==> config.mk <==
export PLATFORM = sky130hd
export DESIGN_NAME = sabp_top
export DESIGN_NICKNAME = d
export VERILOG_FILES = /design/src/hw/sabp_pkg.sv /design/src/hw/sabp_pwm.sv /design/src/hw/sabp_slew.sv /design/src/hw/sabp_top.sv
export SDC_FILE = /design/constraint.sdc
export NUM_CORES = 2
export LEC_CHECK = 0
export ABC_AREA = 0
export BUFFER_PORTS_ARGS = -buffer_cell sky130_fd_sc_hd__buf_4
export CAP_MARGIN = 20
export CELL_PAD_IN_SITES_DETAIL_PLACEMENT = 1
export CELL_PAD_IN_SITES_GLOBAL_PLACEMENT = 1
export CORE_MARGIN = 1.5
export CORE_UTILIZATION = 45
export CTS_BUF_LIST = sky130_fd_sc_hd__clkbuf_4
export CTS_CLUSTER_SIZE = 24
export DETAILED_ROUTE_END_ITERATION = 12
export PLACE_DENSITY = 0.65
export SYNTH_ARGS = -nofsm -noshare
export SYNTH_HDL_FRONTEND = slang
export SYNTH_HIERARCHICAL = 1
export SYNTH_SLANG_ARGS = --single-unit
==> constraint.sdc <==
create_clock -name clk -period 10.1 [get_ports clk]
set_input_delay 1.01 -clock clk [delete_from_list [all_inputs] [get_ports clk]]
set_output_delay 1.01 -clock clk [all_outputs]
set_load 0.02 [all_outputs]
==> src/hw/sabp_pkg.sv <==
/*
  Constants shared by the sign brightness controller: clock rate, PWM
  timing, register offsets, field positions and reset values.
  Assumes a 125 MHz system clock and a 32-bit plain register port.
*/
package sabp_pkg;

  // ---------------------------------------------------------------
  // Timing
  // ---------------------------------------------------------------
  localparam int unsigned CLK_HZ    = 125_000_000; // System clock rate.
  localparam int unsigned PWM_STEPS = 10000;       // Steps per PWM period.
  localparam int unsigned NIGHT_HZ  = 100;         // Night PWM frequency.
  localparam int unsigned DAY_HZ    = 2000;        // Day PWM frequency.
  // Clocks per PWM step; rounding down only raises the frequency.
  localparam logic [7:0] NIGHT_DIV = 8'(CLK_HZ / (NIGHT_HZ * PWM_STEPS));
  localparam logic [7:0] DAY_DIV   = 8'(CLK_HZ / (DAY_HZ * PWM_STEPS));
  localparam logic [13:0] PERIOD_LAST = 14'(PWM_STEPS - 1);
  // Photocell sample interval in microseconds and in clocks.
  localparam int unsigned SAMPLE_US  = 1000;
  localparam int unsigned SAMPLE_CYC = CLK_HZ / 1_000_000 * SAMPLE_US;

  // ---------------------------------------------------------------
  // Duty limits, in steps of 0.01 percent
  // ---------------------------------------------------------------
  localparam logic [13:0] DUTY_MIN     = 14'h0003; // 0.03 percent.
  localparam logic [13:0] DUTY_MAX     = 14'h2706; // 99.9 percent.
  localparam logic [13:0] DUTY_PER_PCT = 14'h0064; // One percent.
  localparam logic [13:0] LIN_SLOPE    = 14'h0027; // Fallback table slope.
  localparam logic [6:0]  PCT_MIN      = 7'h01;
  localparam logic [6:0]  PCT_MAX      = 7'h63;

  // ---------------------------------------------------------------
  // Register offsets and fields
  // ---------------------------------------------------------------
  localparam logic [3:0] REG_CTRL    = 4'h0; // Manual and table enable.
  localparam logic [3:0] REG_MANUAL  = 4'h1; // Manual percentage.
  localparam logic [3:0] REG_THRESH  = 4'h2; // Day/night threshold.
  localparam logic [3:0] REG_RATE_D  = 4'h3; // Day response rate.
  localparam logic [3:0] REG_RATE_N  = 4'h4; // Night response rate.
  localparam logic [3:0] REG_WEIGHT  = 4'h5; // Photocell weights.
  localparam logic [3:0] REG_STATUS  = 4'h6; // Live state, read only.
  localparam logic [3:0] REG_TBL_ADR = 4'h7; // Table write address.
  localparam logic [3:0] REG_TBL_DAT = 4'h8; // Table entry data.
  localparam int unsigned CTRL_MAN_BIT = 0;
  localparam int unsigned CTRL_TBL_BIT = 1;
  localparam int unsigned ST_NIGHT_BIT = 8;
  localparam int unsigned ST_MAN_BIT   = 9;
  localparam int unsigned ST_DUTY_LSB  = 16;
  // Positions in the synchroniser vector.
  localparam int unsigned SY_FRONT = 0;
  localparam int unsigned SY_REAR  = 8;
  localparam int unsigned SY_AMB   = 16;
  localparam int unsigned SY_PCT   = 24;
  localparam int unsigned SY_MAN   = 31;
  localparam int unsigned SY_AUTO  = 32;

  // ---------------------------------------------------------------
  // Reset values
  // ---------------------------------------------------------------
  localparam logic [7:0]  RST_THRESH = 8'h40;
  localparam logic [7:0]  RST_RATE_D = 8'h04;
  localparam logic [7:0]  RST_RATE_N = 8'h10;
  localparam logic [23:0] RST_WEIGHT = 24'h555555;
  localparam logic [6:0]  RST_PCT    = 7'h32;

endpackage

==> src/hw/sabp_pwm.sv <==
/*
  Pulse-width modulator for the pixel string current.
  Assumes duty arrives already clamped; it is taken only at period start.
*/
`timescale 1ns/1ps
`default_nettype none
module sabp_pwm
  import sabp_pkg::*;
(
  // Clock and reset.
  input  wire logic        clk,
  input  wire logic        rst_n,
  // Requested duty and frequency band.
  input  wire logic [13:0] duty,
  input  wire logic        night,
  // Modulated enable of the string current.
  output logic             pwm_o
);

  typedef struct packed {
    logic [7:0]  div_cnt; // Clocks left in this step.
    logic [13:0] step;    // Position within the period.
    logic [13:0] duty_l;  // Duty held for the whole period.
    logic        night_l; // Band held for the whole period.
    logic        pwm;     // Registered output.
  } sabp_pwm_t;

  sabp_pwm_t s_r;
  sabp_pwm_t s_nxt;
  logic      wrap;

  // Advance the step counter; latch duty and band only at the wrap so
  // that a period never carries a torn pulse.
  always_comb begin
    s_nxt = s_r;
    wrap  = 1'b0;
    if (s_r.div_cnt == 8'h00) begin
      s_nxt.div_cnt = (s_r.night_l ? NIGHT_DIV : DAY_DIV) - 8'h01;
      if (s_r.step == PERIOD_LAST) begin
        wrap          = 1'b1;
        s_nxt.step    = 14'h0000;
        s_nxt.duty_l  = duty;
        s_nxt.night_l = night;
        // The first step of a new period already runs at the new band.
        s_nxt.div_cnt = (night ? NIGHT_DIV : DAY_DIV) - 8'h01;
      end else begin
        s_nxt.step = s_r.step + 14'h0001;
      end
    end else begin
      s_nxt.div_cnt = s_r.div_cnt - 8'h01;
    end
    s_nxt.pwm = s_nxt.step < s_nxt.duty_l;
  end

  // State register.
  always_ff @(posedge clk) begin
    if (!rst_n) begin
      s_r <= '0;
    end else begin
      s_r <= s_nxt;
    end
  end

  assign pwm_o = s_r.pwm;

  property p_latch;
    @(posedge clk) disable iff (!rst_n)
    wrap |=> (s_r.duty_l == $past(duty)) && (s_r.night_l == $past(night));
  endproperty
  a_latch: assert property (p_latch) else $error("duty not latched");

endmodule
`default_nettype wire

==> src/hw/sabp_slew.sv <==
/*
  Response-rate filter: moves the brightness level one step at a time
  toward the target. Assumes tick is a one-cycle sample strobe.
*/
`timescale 1ns/1ps
`default_nettype none
module sabp_slew
  import sabp_pkg::*;
(
  // Clock and reset.
  input  wire logic       clk,
  input  wire logic       rst_n,
  // Sample strobe, target, active rate and band.
  input  wire logic       tick,
  input  wire logic [7:0] target,
  input  wire logic [7:0] rate,
  input  wire logic       night,
  // Filtered level.
  output logic [7:0]      level
);

  typedef struct packed {
    logic [7:0] level; // Current level.
    logic [9:0] cnt;   // Samples the target has stood on one side.
    logic       up;    // Direction being counted.
  } sabp_slew_t;

  sabp_slew_t s_r;
  sabp_slew_t s_nxt;
  logic       dir;
  logic [9:0] limit;

  // A step is taken only after the target has held one direction for
  // the rate; at night brightening waits four times longer so that a
  // passing headlight dies away before the sign reacts.
  always_comb begin
    s_nxt = s_r;
    dir   = target > s_r.level;
    limit = (night && dir) ? {rate, 2'b00} : {2'b00, rate};
    if (tick) begin
      if (target == s_r.level || dir != s_r.up) begin
        s_nxt.cnt = 10'h000;
        s_nxt.up  = dir;
      end else if (s_r.cnt >= limit) begin
        s_nxt.cnt   = 10'h000;
        s_nxt.level = dir ? s_r.level + 8'h01 : s_r.level - 8'h01;
      end else begin
        s_nxt.cnt = s_r.cnt + 10'h001;
      end
    end
  end

  // State register.
  always_ff @(posedge clk) begin
    if (!rst_n) begin
      s_r <= '0;
    end else begin
      s_r <= s_nxt;
    end
  end

  assign level = s_r.level;

  property p_one_step;
    @(posedge clk) disable iff (!rst_n)
    (s_r.level != $past(s_r.level)) |->
      $past(tick) && ((s_r.level - $past(s_r.level) == 8'h01) ||
                      ($past(s_r.level) - s_r.level == 8'h01));
  endproperty
  a_one_step: assert property (p_one_step) else $error("level jump");

  property p_night_up;
    @(posedge clk) disable iff (!rst_n)
    (s_r.level == $past(s_r.level) + 8'h01) && $past(night) |->
      $past(s_r.cnt) >= {$past(rate), 2'b00};
  endproperty
  a_night_up: assert property (p_night_up) else $error("fast rise");

endmodule
`default_nettype wire

==> src/hw/sabp_top.sv <==
/*
  Automatic and manual brightness control for an LED message sign.
  Samples three photocells, weights them, decides day or night,
  filters the level, maps it through a downloadable table and drives
  the PWM of the string current. Assumes photocell codes and front
  panel buttons arrive asynchronously on pins, and that software uses
  the plain register port with read data one cycle after the strobe.
*/
// Behaviour
// - PWM current, 100 Hz night, over 1600 day
// - Duty 0.03 to 99.9 percent, fine steps
// - Lookup table of at least 256 levels
// - Table per sign, replaceable by download
// - Three photocells: front, rear, ambient
// - Continuously convert light into target level
// - Automatic changes move one adjacent level
// - Suppress night brightening from brief headlights
// - Remote rates for day, night, plus threshold
// - Per-photocell weights for night ambient value
// - Manual brightness 1 to 99 percent
// - Panel or remote cancels manual mode
`timescale 1ns/1ps
`default_nettype none
module sabp_top
  import sabp_pkg::*;
#(
  parameter int unsigned SAMPLE_CYCLES = SAMPLE_CYC
)
(
  // Clock and reset.
  input  wire logic        clk,
  input  wire logic        rst_n,
  // Register port.
  input  wire logic [3:0]  addr,
  input  wire logic [31:0] wr_data,
  input  wire logic        wr_en,
  input  wire logic        rd_en,
  output logic [31:0]      rd_data,
  // Photocell codes from the converters.
  input  wire logic [7:0]  photo_front,
  input  wire logic [7:0]  photo_rear,
  input  wire logic [7:0]  photo_amb,
  // Front panel controls.
  input  wire logic [6:0]  panel_pct,
  input  wire logic        panel_manual,
  input  wire logic        panel_auto,
  // Drive and status.
  output logic             pwm_out,
  output logic             night_o,
  output logic             manual_o
);

  // ---------------------------------------------------------------
  // State
  // ---------------------------------------------------------------
  typedef struct packed {
    logic [32:0] s1;         // First synchroniser stage.
    logic [32:0] s2;         // Second synchroniser stage.
    logic [1:0]  btn_prev;   // Button history for edge detection.
    logic [16:0] samp_cnt;   // Sample interval counter.
    logic        tick;       // One-cycle sample strobe.
    logic        manual;     // Manual brightness active.
    logic        tbl_en;     // Use the downloaded table.
    logic [6:0]  pct;        // Manual percentage.
    logic [7:0]  thresh;     // Day/night threshold.
    logic [7:0]  rate_day;   // Day response rate.
    logic [7:0]  rate_night; // Night response rate.
    logic [23:0] weights;    // Front, rear, ambient weights.
    logic [7:0]  tbl_addr;   // Table download pointer.
    logic        night;      // Current band.
    logic [7:0]  target;     // Level wanted by the photocells.
    logic [13:0] duty;       // Duty sent to the modulator.
    logic [31:0] rd_data;    // Registered read answer.
  } sabp_state_t;

  localparam sabp_state_t RST_STATE = '{
    s1: '0, s2: '0, btn_prev: '0, samp_cnt: '0, tick: 1'b0,
    manual: 1'b0, tbl_en: 1'b0, pct: RST_PCT, thresh: RST_THRESH,
    rate_day: RST_RATE_D, rate_night: RST_RATE_N, weights: RST_WEIGHT,
    tbl_addr: '0, night: 1'b0, target: '0, duty: DUTY_MIN,
    rd_data: '0
  };

  sabp_state_t s_r;            // Registered state.
  sabp_state_t s_nxt;          // Next state.
  logic [7:0]  level;          // Filtered level.
  logic [13:0] tbl_q;          // Table entry for the level.
  logic [13:0] tbl_mem [0:255]; // Downloadable brightness table.
  logic        tbl_we;         // Table entry write.
  logic [17:0] wsum;           // Weighted photocell sum.
  logic [7:0]  wsat;           // Weighted value, saturated.
  logic [13:0] auto_duty;      // Duty from automatic control.
  logic [13:0] man_duty;       // Duty from manual control.
  logic [13:0] raw_duty;       // Duty before clamping.
  logic [7:0]  rate_sel;       // Rate for the current band.
  logic        man_edge;       // Panel manual press.
  logic        auto_edge;      // Panel auto press.

  // ---------------------------------------------------------------
  // Clamp a requested manual percentage into range
  // ---------------------------------------------------------------
  function automatic logic [6:0] clamp_pct(input logic [6:0] p);
    if (p < PCT_MIN) begin
      return PCT_MIN;
    end else if (p > PCT_MAX) begin
      return PCT_MAX;
    end
    return p;
  endfunction

  // ---------------------------------------------------------------
  // Brightness table
  // ---------------------------------------------------------------
  assign tbl_we = wr_en && (addr == REG_TBL_DAT);

  // Entries are written through the pointer and read by the level.
  // Contents are undefined until downloaded, so the table stays out of
  // use until software sets the enable.
  always_ff @(posedge clk) begin
    if (tbl_we) begin
      tbl_mem[s_r.tbl_addr] <= wr_data[13:0];
    end
    tbl_q <= tbl_mem[level];
  end

  // ---------------------------------------------------------------
  // Combinational next state
  // ---------------------------------------------------------------
  always_comb begin
    s_nxt = s_r;
    // Pins pass two flip-flops before any logic reads them. A code may
    // tear for one sample while its bits settle; the filter absorbs it.
    s_nxt.s1 = {panel_auto, panel_manual, panel_pct,
                photo_amb, photo_rear, photo_front};
    s_nxt.s2 = s_r.s1;
    s_nxt.btn_prev = {s_r.s2[SY_AUTO], s_r.s2[SY_MAN]};
    man_edge  = s_r.s2[SY_MAN] && !s_r.btn_prev[0];
    auto_edge = s_r.s2[SY_AUTO] && !s_r.btn_prev[1];

    // Free-running sample strobe keeps the photocells watched.
    if (s_r.samp_cnt >= 17'(SAMPLE_CYCLES - 1)) begin
      s_nxt.samp_cnt = 17'h00000;
      s_nxt.tick     = 1'b1;
    end else begin
      s_nxt.samp_cnt = s_r.samp_cnt + 17'h00001;
      s_nxt.tick     = 1'b0;
    end

    // Weighted ambient value from the three cells, scaled by 1/256.
    wsum = 18'(s_r.weights[7:0] * s_r.s2[SY_FRONT +: 8])
         + 18'(s_r.weights[15:8] * s_r.s2[SY_REAR +: 8])
         + 18'(s_r.weights[23:16] * s_r.s2[SY_AMB +: 8]);
    wsat = (wsum[17:16] != 2'b00) ? 8'hFF : wsum[15:8];

    // On each sample, decide the band and the target level. By night
    // the weighted value indexes the table, by day the ambient cell.
    if (s_r.tick) begin
      s_nxt.night  = wsat < s_r.thresh;
      s_nxt.target = (wsat < s_r.thresh) ? wsat
                                         : s_r.s2[SY_AMB +: 8];
    end

    // Register writes from the remote party.
    if (wr_en) begin
      unique case (addr)
        REG_CTRL: begin
          s_nxt.manual = wr_data[CTRL_MAN_BIT];
          s_nxt.tbl_en = wr_data[CTRL_TBL_BIT];
        end
        REG_MANUAL:  s_nxt.pct = clamp_pct(wr_data[6:0]);
        REG_THRESH:  s_nxt.thresh = wr_data[7:0];
        REG_RATE_D:  s_nxt.rate_day = wr_data[7:0];
        REG_RATE_N:  s_nxt.rate_night = wr_data[7:0];
        REG_WEIGHT:  s_nxt.weights = wr_data[23:0];
        REG_TBL_ADR: s_nxt.tbl_addr = wr_data[7:0];
        REG_TBL_DAT: s_nxt.tbl_addr = s_r.tbl_addr + 8'h01;
        default: begin
          // Unmapped and read-only offsets ignore writes.
        end
      endcase
    end

    // Front panel presses act after remote writes in the same cycle.
    if (man_edge) begin
      s_nxt.manual = 1'b1;
      s_nxt.pct    = clamp_pct(s_r.s2[SY_PCT +: 7]);
    end
    if (auto_edge) begin
      s_nxt.manual = 1'b0;
    end

    // Duty selection: manual overrides the photocell path entirely.
    // The filter keeps tracking meanwhile, so a return to automatic
    // resumes from the present light and not from a stale level.
    auto_duty = s_r.tbl_en ? tbl_q : 14'(level) * LIN_SLOPE + DUTY_MIN;
    man_duty  = 14'(s_r.pct) * DUTY_PER_PCT;
    raw_duty  = s_r.manual ? man_duty : auto_duty;
    // A table entry outside the legal duty span is pulled back into it.
    if (raw_duty < DUTY_MIN) begin
      s_nxt.duty = DUTY_MIN;
    end else if (raw_duty > DUTY_MAX) begin
      s_nxt.duty = DUTY_MAX;
    end else begin
      s_nxt.duty = raw_duty;
    end

    // Registered read answer; zero when no read was made.
    s_nxt.rd_data = 32'h00000000;
    if (rd_en) begin
      unique case (addr)
        REG_CTRL: begin
          s_nxt.rd_data[CTRL_MAN_BIT] = s_r.manual;
          s_nxt.rd_data[CTRL_TBL_BIT] = s_r.tbl_en;
        end
        REG_MANUAL:  s_nxt.rd_data[6:0] = s_r.pct;
        REG_THRESH:  s_nxt.rd_data[7:0] = s_r.thresh;
        REG_RATE_D:  s_nxt.rd_data[7:0] = s_r.rate_day;
        REG_RATE_N:  s_nxt.rd_data[7:0] = s_r.rate_night;
        REG_WEIGHT:  s_nxt.rd_data[23:0] = s_r.weights;
        REG_STATUS: begin
          s_nxt.rd_data[7:0]                = level;
          s_nxt.rd_data[ST_NIGHT_BIT]       = s_r.night;
          s_nxt.rd_data[ST_MAN_BIT]         = s_r.manual;
          s_nxt.rd_data[ST_DUTY_LSB +: 14]  = s_r.duty;
        end
        REG_TBL_ADR: s_nxt.rd_data[7:0] = s_r.tbl_addr;
        default: begin
          // Unmapped offsets and table data read as zero.
        end
      endcase
    end
  end

  // ---------------------------------------------------------------
  // State register
  // ---------------------------------------------------------------
  always_ff @(posedge clk) begin
    if (!rst_n) begin
      s_r <= RST_STATE;
    end else begin
      s_r <= s_nxt;
    end
  end

  // ---------------------------------------------------------------
  // Filter and modulator
  // ---------------------------------------------------------------
  // The band decided on the last sample picks the response rate.
  assign rate_sel = s_r.night ? s_r.rate_night : s_r.rate_day;

  // Level follows the target no faster than the active rate.
  sabp_slew u_slew (
    .clk    (clk),
    .rst_n  (rst_n),
    .tick   (s_r.tick),
    .target (s_r.target),
    .rate   (rate_sel),
    .night  (s_r.night),
    .level  (level)
  );

  // The band picks the PWM frequency.
  sabp_pwm u_pwm (
    .clk   (clk),
    .rst_n (rst_n),
    .duty  (s_r.duty),
    .night (s_r.night),
    .pwm_o (pwm_out)
  );

  assign rd_data  = s_r.rd_data;
  assign night_o  = s_r.night;
  assign manual_o = s_r.manual;

  // ---------------------------------------------------------------
  // Checks
  // ---------------------------------------------------------------
  property p_duty_range;
    @(posedge clk) disable iff (!rst_n)
    (s_r.duty >= DUTY_MIN) && (s_r.duty <= DUTY_MAX);
  endproperty
  a_duty_range: assert property (p_duty_range) else $error("duty range");

  property p_manual_hold;
    @(posedge clk) disable iff (!rst_n)
    $past(s_r.manual) |->
      s_r.duty == 14'($past(s_r.pct)) * DUTY_PER_PCT;
  endproperty
  a_manual_hold: assert property (p_manual_hold) else $error("manual");

  property p_panel_set;
    @(posedge clk) disable iff (!rst_n)
    (s_r.s2[SY_MAN] && !s_r.btn_prev[0] && !s_r.s2[SY_AUTO]) |=>
      s_r.manual && (s_r.pct >= PCT_MIN) && (s_r.pct <= PCT_MAX);
  endproperty
  a_panel_set: assert property (p_panel_set) else $error("panel set");

  property p_panel_cancel;
    @(posedge clk) disable iff (!rst_n)
    (s_r.s2[SY_AUTO] && !s_r.btn_prev[1]) |=> !s_r.manual;
  endproperty
  a_panel_cancel: assert property (p_panel_cancel) else $error("cancel");

  property p_band;
    @(posedge clk) disable iff (!rst_n)
    s_r.tick |=> s_r.night == ($past(wsat) < $past(s_r.thresh));
  endproperty
  a_band: assert property (p_band) else $error("band");

  property p_tbl_ptr;
    @(posedge clk) disable iff (!rst_n)
    tbl_we |=> s_r.tbl_addr == $past(s_r.tbl_addr) + 8'h01;
  endproperty
  a_tbl_ptr: assert property (p_tbl_ptr) else $error("table pointer");

  property p_rate_rd;
    @(posedge clk) disable iff (!rst_n)
    (rd_en && addr == REG_RATE_N) |=>
      rd_data == {24'h000000, $past(s_r.rate_night)};
  endproperty
  a_rate_rd: assert property (p_rate_rd) else $error("rate read");

  // Each sample turns the light reading into a fresh target level.
  property p_target;
    @(posedge clk) disable iff (!rst_n)
    s_r.tick |=> s_r.target == (($past(wsat) < $past(s_r.thresh)) ?
                                $past(wsat) : $past(s_r.s2[SY_AMB +: 8]));
  endproperty
  a_target: assert property (p_target) else $error("target");

  // With the table in use, an entry inside the duty span is sent as is.
  property p_table;
    @(posedge clk) disable iff (!rst_n)
    (s_r.tbl_en && !s_r.manual &&
     (tbl_q >= DUTY_MIN) && (tbl_q <= DUTY_MAX)) |=>
      s_r.duty == $past(tbl_q);
  endproperty
  a_table: assert property (p_table) else $error("table entry");

  // A read answer stands for one cycle only and is zero otherwise.
  property p_rd_idle;
    @(posedge clk) disable iff (!rst_n)
    !rd_en |=> rd_data == 32'h00000000;
  endproperty
  a_rd_idle: assert property (p_rd_idle) else $error("read idle");

endmodule
`default_nettype wire

==> flow_metrics.env <==
export IMPL_finalHoldViolations=0
export IMPL_layout_commonest_cell="edfxtp_1"
export IMPL_clk_latency_ns=1.62
export IMPL_p_int_mw=24.1
export IMPL_clockRootBuffer="clkbuf_4"
export IMPL_regArea_um2=113000
export IMPL_viasPerCell=5.77
export IMPL_endpoint_kind="register"
export IMPL_cp_start_kind="register"
export IMPL_p_sw_mw=7.13
export IMPL_swShare_pct=22.8
export IMPL_synth_cells=7713
export IMPL_area_delta_synth_final_pct=13.0
export IMPL_hold_depth=4
export IMPL_vias=81300
export IMPL_port_buffers=97
export IMPL_cp_max_fo=12
export IMPL_synth_warnings=6
export IMPL_ys_top_cells_by_area="edfxtp_1 (68%), mux4_2 (17%), dfxtp_1 (3.5%), fa_1 (2.2%), ha_1 (1.5%)"
export IMPL_die_h_um=595
export IMPL_synth_top_area_share_pct=68.3
export IMPL_reg2reg_from="s_r[157]"
export IMPL_drive_gt1_share_pct=33.1
export IMPL_cts_made_buffers=954
export IMPL_grt_usage_pct=23.4
export IMPL_reg2reg_slack_ns=1.15
export IMPL_avgRoutedWirePerCell_um=29.4
export IMPL_final_area_um2=178000
export IMPL_drc=0
export IMPL_peakVddDrop_uv=105
export IMPL_start_util_pct=45.2
export IMPL_fin_crit_sh_pct=88.6
export IMPL_whs_ns=0.227
export IMPL_overflow=0
export IMPL_maxCapViolCount=0
export IMPL_crit_type="register to register"
export IMPL_grt_pass1_vias=87100
export IMPL_core_area_um2=349000
export IMPL_ys_seq_elements=3859
export IMPL_die_w_um=595
export IMPL_first_iter_violations=7640
export IMPL_synthFlopType="edfxtp_1"
export IMPL_synth_edff_count=3584
export IMPL_placed_area_um2=165000
export IMPL_cts_tree="yes"
export IMPL_h_tree_depth=6
export IMPL_yosysTopAreaCell="edfxtp_1"
export IMPL_cts_sinks=3859
export IMPL_wl_um=414000
export IMPL_p_per_area_nw_per_um2=176
export IMPL_drtAntennaViolNets=0
export IMPL_fill_cells=31700
export IMPL_seq_power_share_pct=56.1
export IMPL_cp_data_required_time_ns=11.58
export IMPL_antenna_found_initial=25
export IMPL_multiInputGateArea_um2=41600
export IMPL_synth_cell_types=91
export IMPL_final_setup_tns_ns=0
export IMPL_hp_class="primary input to register"
export IMPL_gp_congestion=0.814
export IMPL_clk_pin_slew_ns=0.07
export IMPL_max_slew_worst_pin_slew_ns=1.24
export IMPL_ys_seq_area_share_pct=71.8
export IMPL_power_total_mw=31.3
export IMPL_startpoint="s_r[157]"
export IMPL_slew_headroom_pct=17.5
export IMPL_async_flop_share_pct=0
export IMPL_period_minus_slack_ns=8.95
export IMPL_reg2reg_to="s_r[49]"
export IMPL_grt_max_degree=150
export IMPL_die_area_um2=354000
export IMPL_grt_pass1_wl_um=604000
export IMPL_p_leak_nw=57.5
export IMPL_skew_ns=0.119
export IMPL_setup_violations=0
export IMPL_clk_path_buf_depth=4
export IMPL_num_io_pins=108
export IMPL_hpwl_um=249000
export IMPL_status="finished, final reports clean"
export IMPL_crit_end="s_r[49]"
export IMPL_grt_setup_unrepaired="false"
export IMPL_avgSynthCellArea_um2=20.4
export IMPL_firstDrtPassIters=5
export IMPL_synth_area_um2=158000
export IMPL_fmax_mhz=112
export IMPL_p_clk_share_pct=40.2
export IMPL_reg2reg_depth=26
export IMPL_layout_nets=9195
export IMPL_worst_ep_arrival_time_ns=10.43
export IMPL_row_count=217
export IMPL_maxSlewViolCount=0
export IMPL_p_comb_share_pct=3.8
export IMPL_final_cell_mix="edfxtp_1 (3584), clkbuf_4 (1363), mux4_2 (1178)"
cells in the mapped netlist (12+ instances only):
library cell  number
and3_1            34
nand2b_1          12
nor3_1            30
nor2b_1           24
ha_1             194
xnor2_1           24
clkbuf_1         264
buf_4             44
buf_2             86
a211oi_1          17
fa_1             173
mux4_2          1178
inv_1            282
nor2_1           380
nand4_1           28
a21o_1            23
a22o_1            19
a22oi_1           36
nand3b_1          12
mux2_2            14
mux2i_1           59
and2_1           224
edfxtp_1        3584
a21oi_1           89
nand3_1           70
buf_1             46
dfxtp_1          275
o21ai_0           52
xor2_1            21
nand2_1          247
power by group through the flow:
stage | sequential (mW) | combinational, mW | clock [mW]
5_1_grt | 17.5 | 1.31 | 13.7
3_5_place_dp | 17.9 | 1.14 | 0
2_1_floorplan | 17.9 | 0.614 | 0
6_report | 17.5 | 1.17 | 12.6
3_3_place_gp | 17.9 | 1.09 | 0
4_1_cts | 17.5 | 1.18 | 12.9
sequential cells by signal, summed over array words and instances, names as in the netlist, 8 cells and up:
name and count:
u_pwm/s_r 37, u_slew/s_r 11, s_r 137, tbl_mem 3584, s_nxt 35, u_slew/level 8
rd_data 30, tbl_q 14
through the flow:
| stage | cells | utilization [%] | setup slack [ns] |
|---|---|---|---|
| 5_1_grt | 14100 | 51.0 | 0.517 |
| 3_3_place_gp | 12300 | 47.2 | 0.986 |
| 6_report | 14100 | 51.0 | 1.15 |
| 2_1_floorplan | 7714 | - | 2.24 |
| 3_5_place_dp | 12300 | 47.3 | 1.05 |
| 4_1_cts | 14100 | 51.0 | 1.04 |
cell type report:
class	count	share of cell area [%]
clock buffer	1363	5.75
clock inverter	332	0.844
multi-input combinational	3126	23.3
timing repair buffer	531	2.66
sequential	3859	63.6
tap	4599	3.23
inverter	283	0.597
antenna	13	0.0183
worst max-delay path, stage by stage, from the launching register on:
cell       delay [ns]
dfxtp_1          0.70
nand2_1          0.16
fa_1             0.54
fa_1             0.54
inv_1            0.05
fa_1             0.48
fa_1             0.58
fa_1             0.46
fa_1             0.51
inv_1            0.05
fa_1             0.47
inv_1            0.05
ha_1             0.33
a21o_1           0.22
a2bb2oi_1        0.21
a21oi_1          0.12
or3_1            0.36
a22oi_1          0.70
nor2b_1          0.29
inv_1            0.07
ha_1             0.30
a21o_1           0.19
a21o_1           0.17
a221oi_1         0.30
a41oi_1          0.29
buf_4            0.30
o311ai_0         0.36
cell families (layout without fill, tap and decap cells):
| kind of cell | Yosys count | after routing | synth area share [%] |
|---|---|---|---|
| DFF | 3859 | 3859 | 71.8 |
| buffers and inverters | 729 | 2509 | 1.94 |
| other | 1 | 15 | 0.00238 |
| and+or+nand+nor | 1118 | 1118 | 3.45 |
| muxes | 1251 | 1251 | 17.3 |
| xor gates and xnor gates | 45 | 45 | 0.250 |
| AOI/OAI and AO/OA | 343 | 343 | 1.50 |
| adders and majority gates | 367 | 367 | 3.74 |
how the worst min path moves through the flow:
stage                      end  slack, ns         start
floorplan           s_nxt[138]       0.41    s_nxt[171]
global placement      s_r[150]       0.43    s_nxt[150]
detailed placement    s_r[170]       0.42    s_nxt[170]
CTS                 s_nxt[158]       0.01  photo_amb[2]
global route           s_r[86]       0.11   wr_data[23]
finish                 s_r[86]       0.23   wr_data[23]
layer usage:
metal | GRT usage [%] | vias to the layer above | share of wire (%)
li1 | - | 33900 | -
met1 | 33.1 | 43700 | 42
met2 | 37.0 | 3114 | 48
met3 | 5.01 | 602 | 7.6
met4 | 6.53 | 4 | 2.4
met5 | 0 | - | 0.0065
what timing repair did:
| item | in CTS | in global routing |
|---|---|---|
| hold buffers | 126 | 0 |
| endpoints found under the hold margin | 1429 | 0 |
| resized for setup | 0 | 0 |
| buffers inserted | 0 | 0 |
Note: power is estimated with default switching activity, not from simulation.
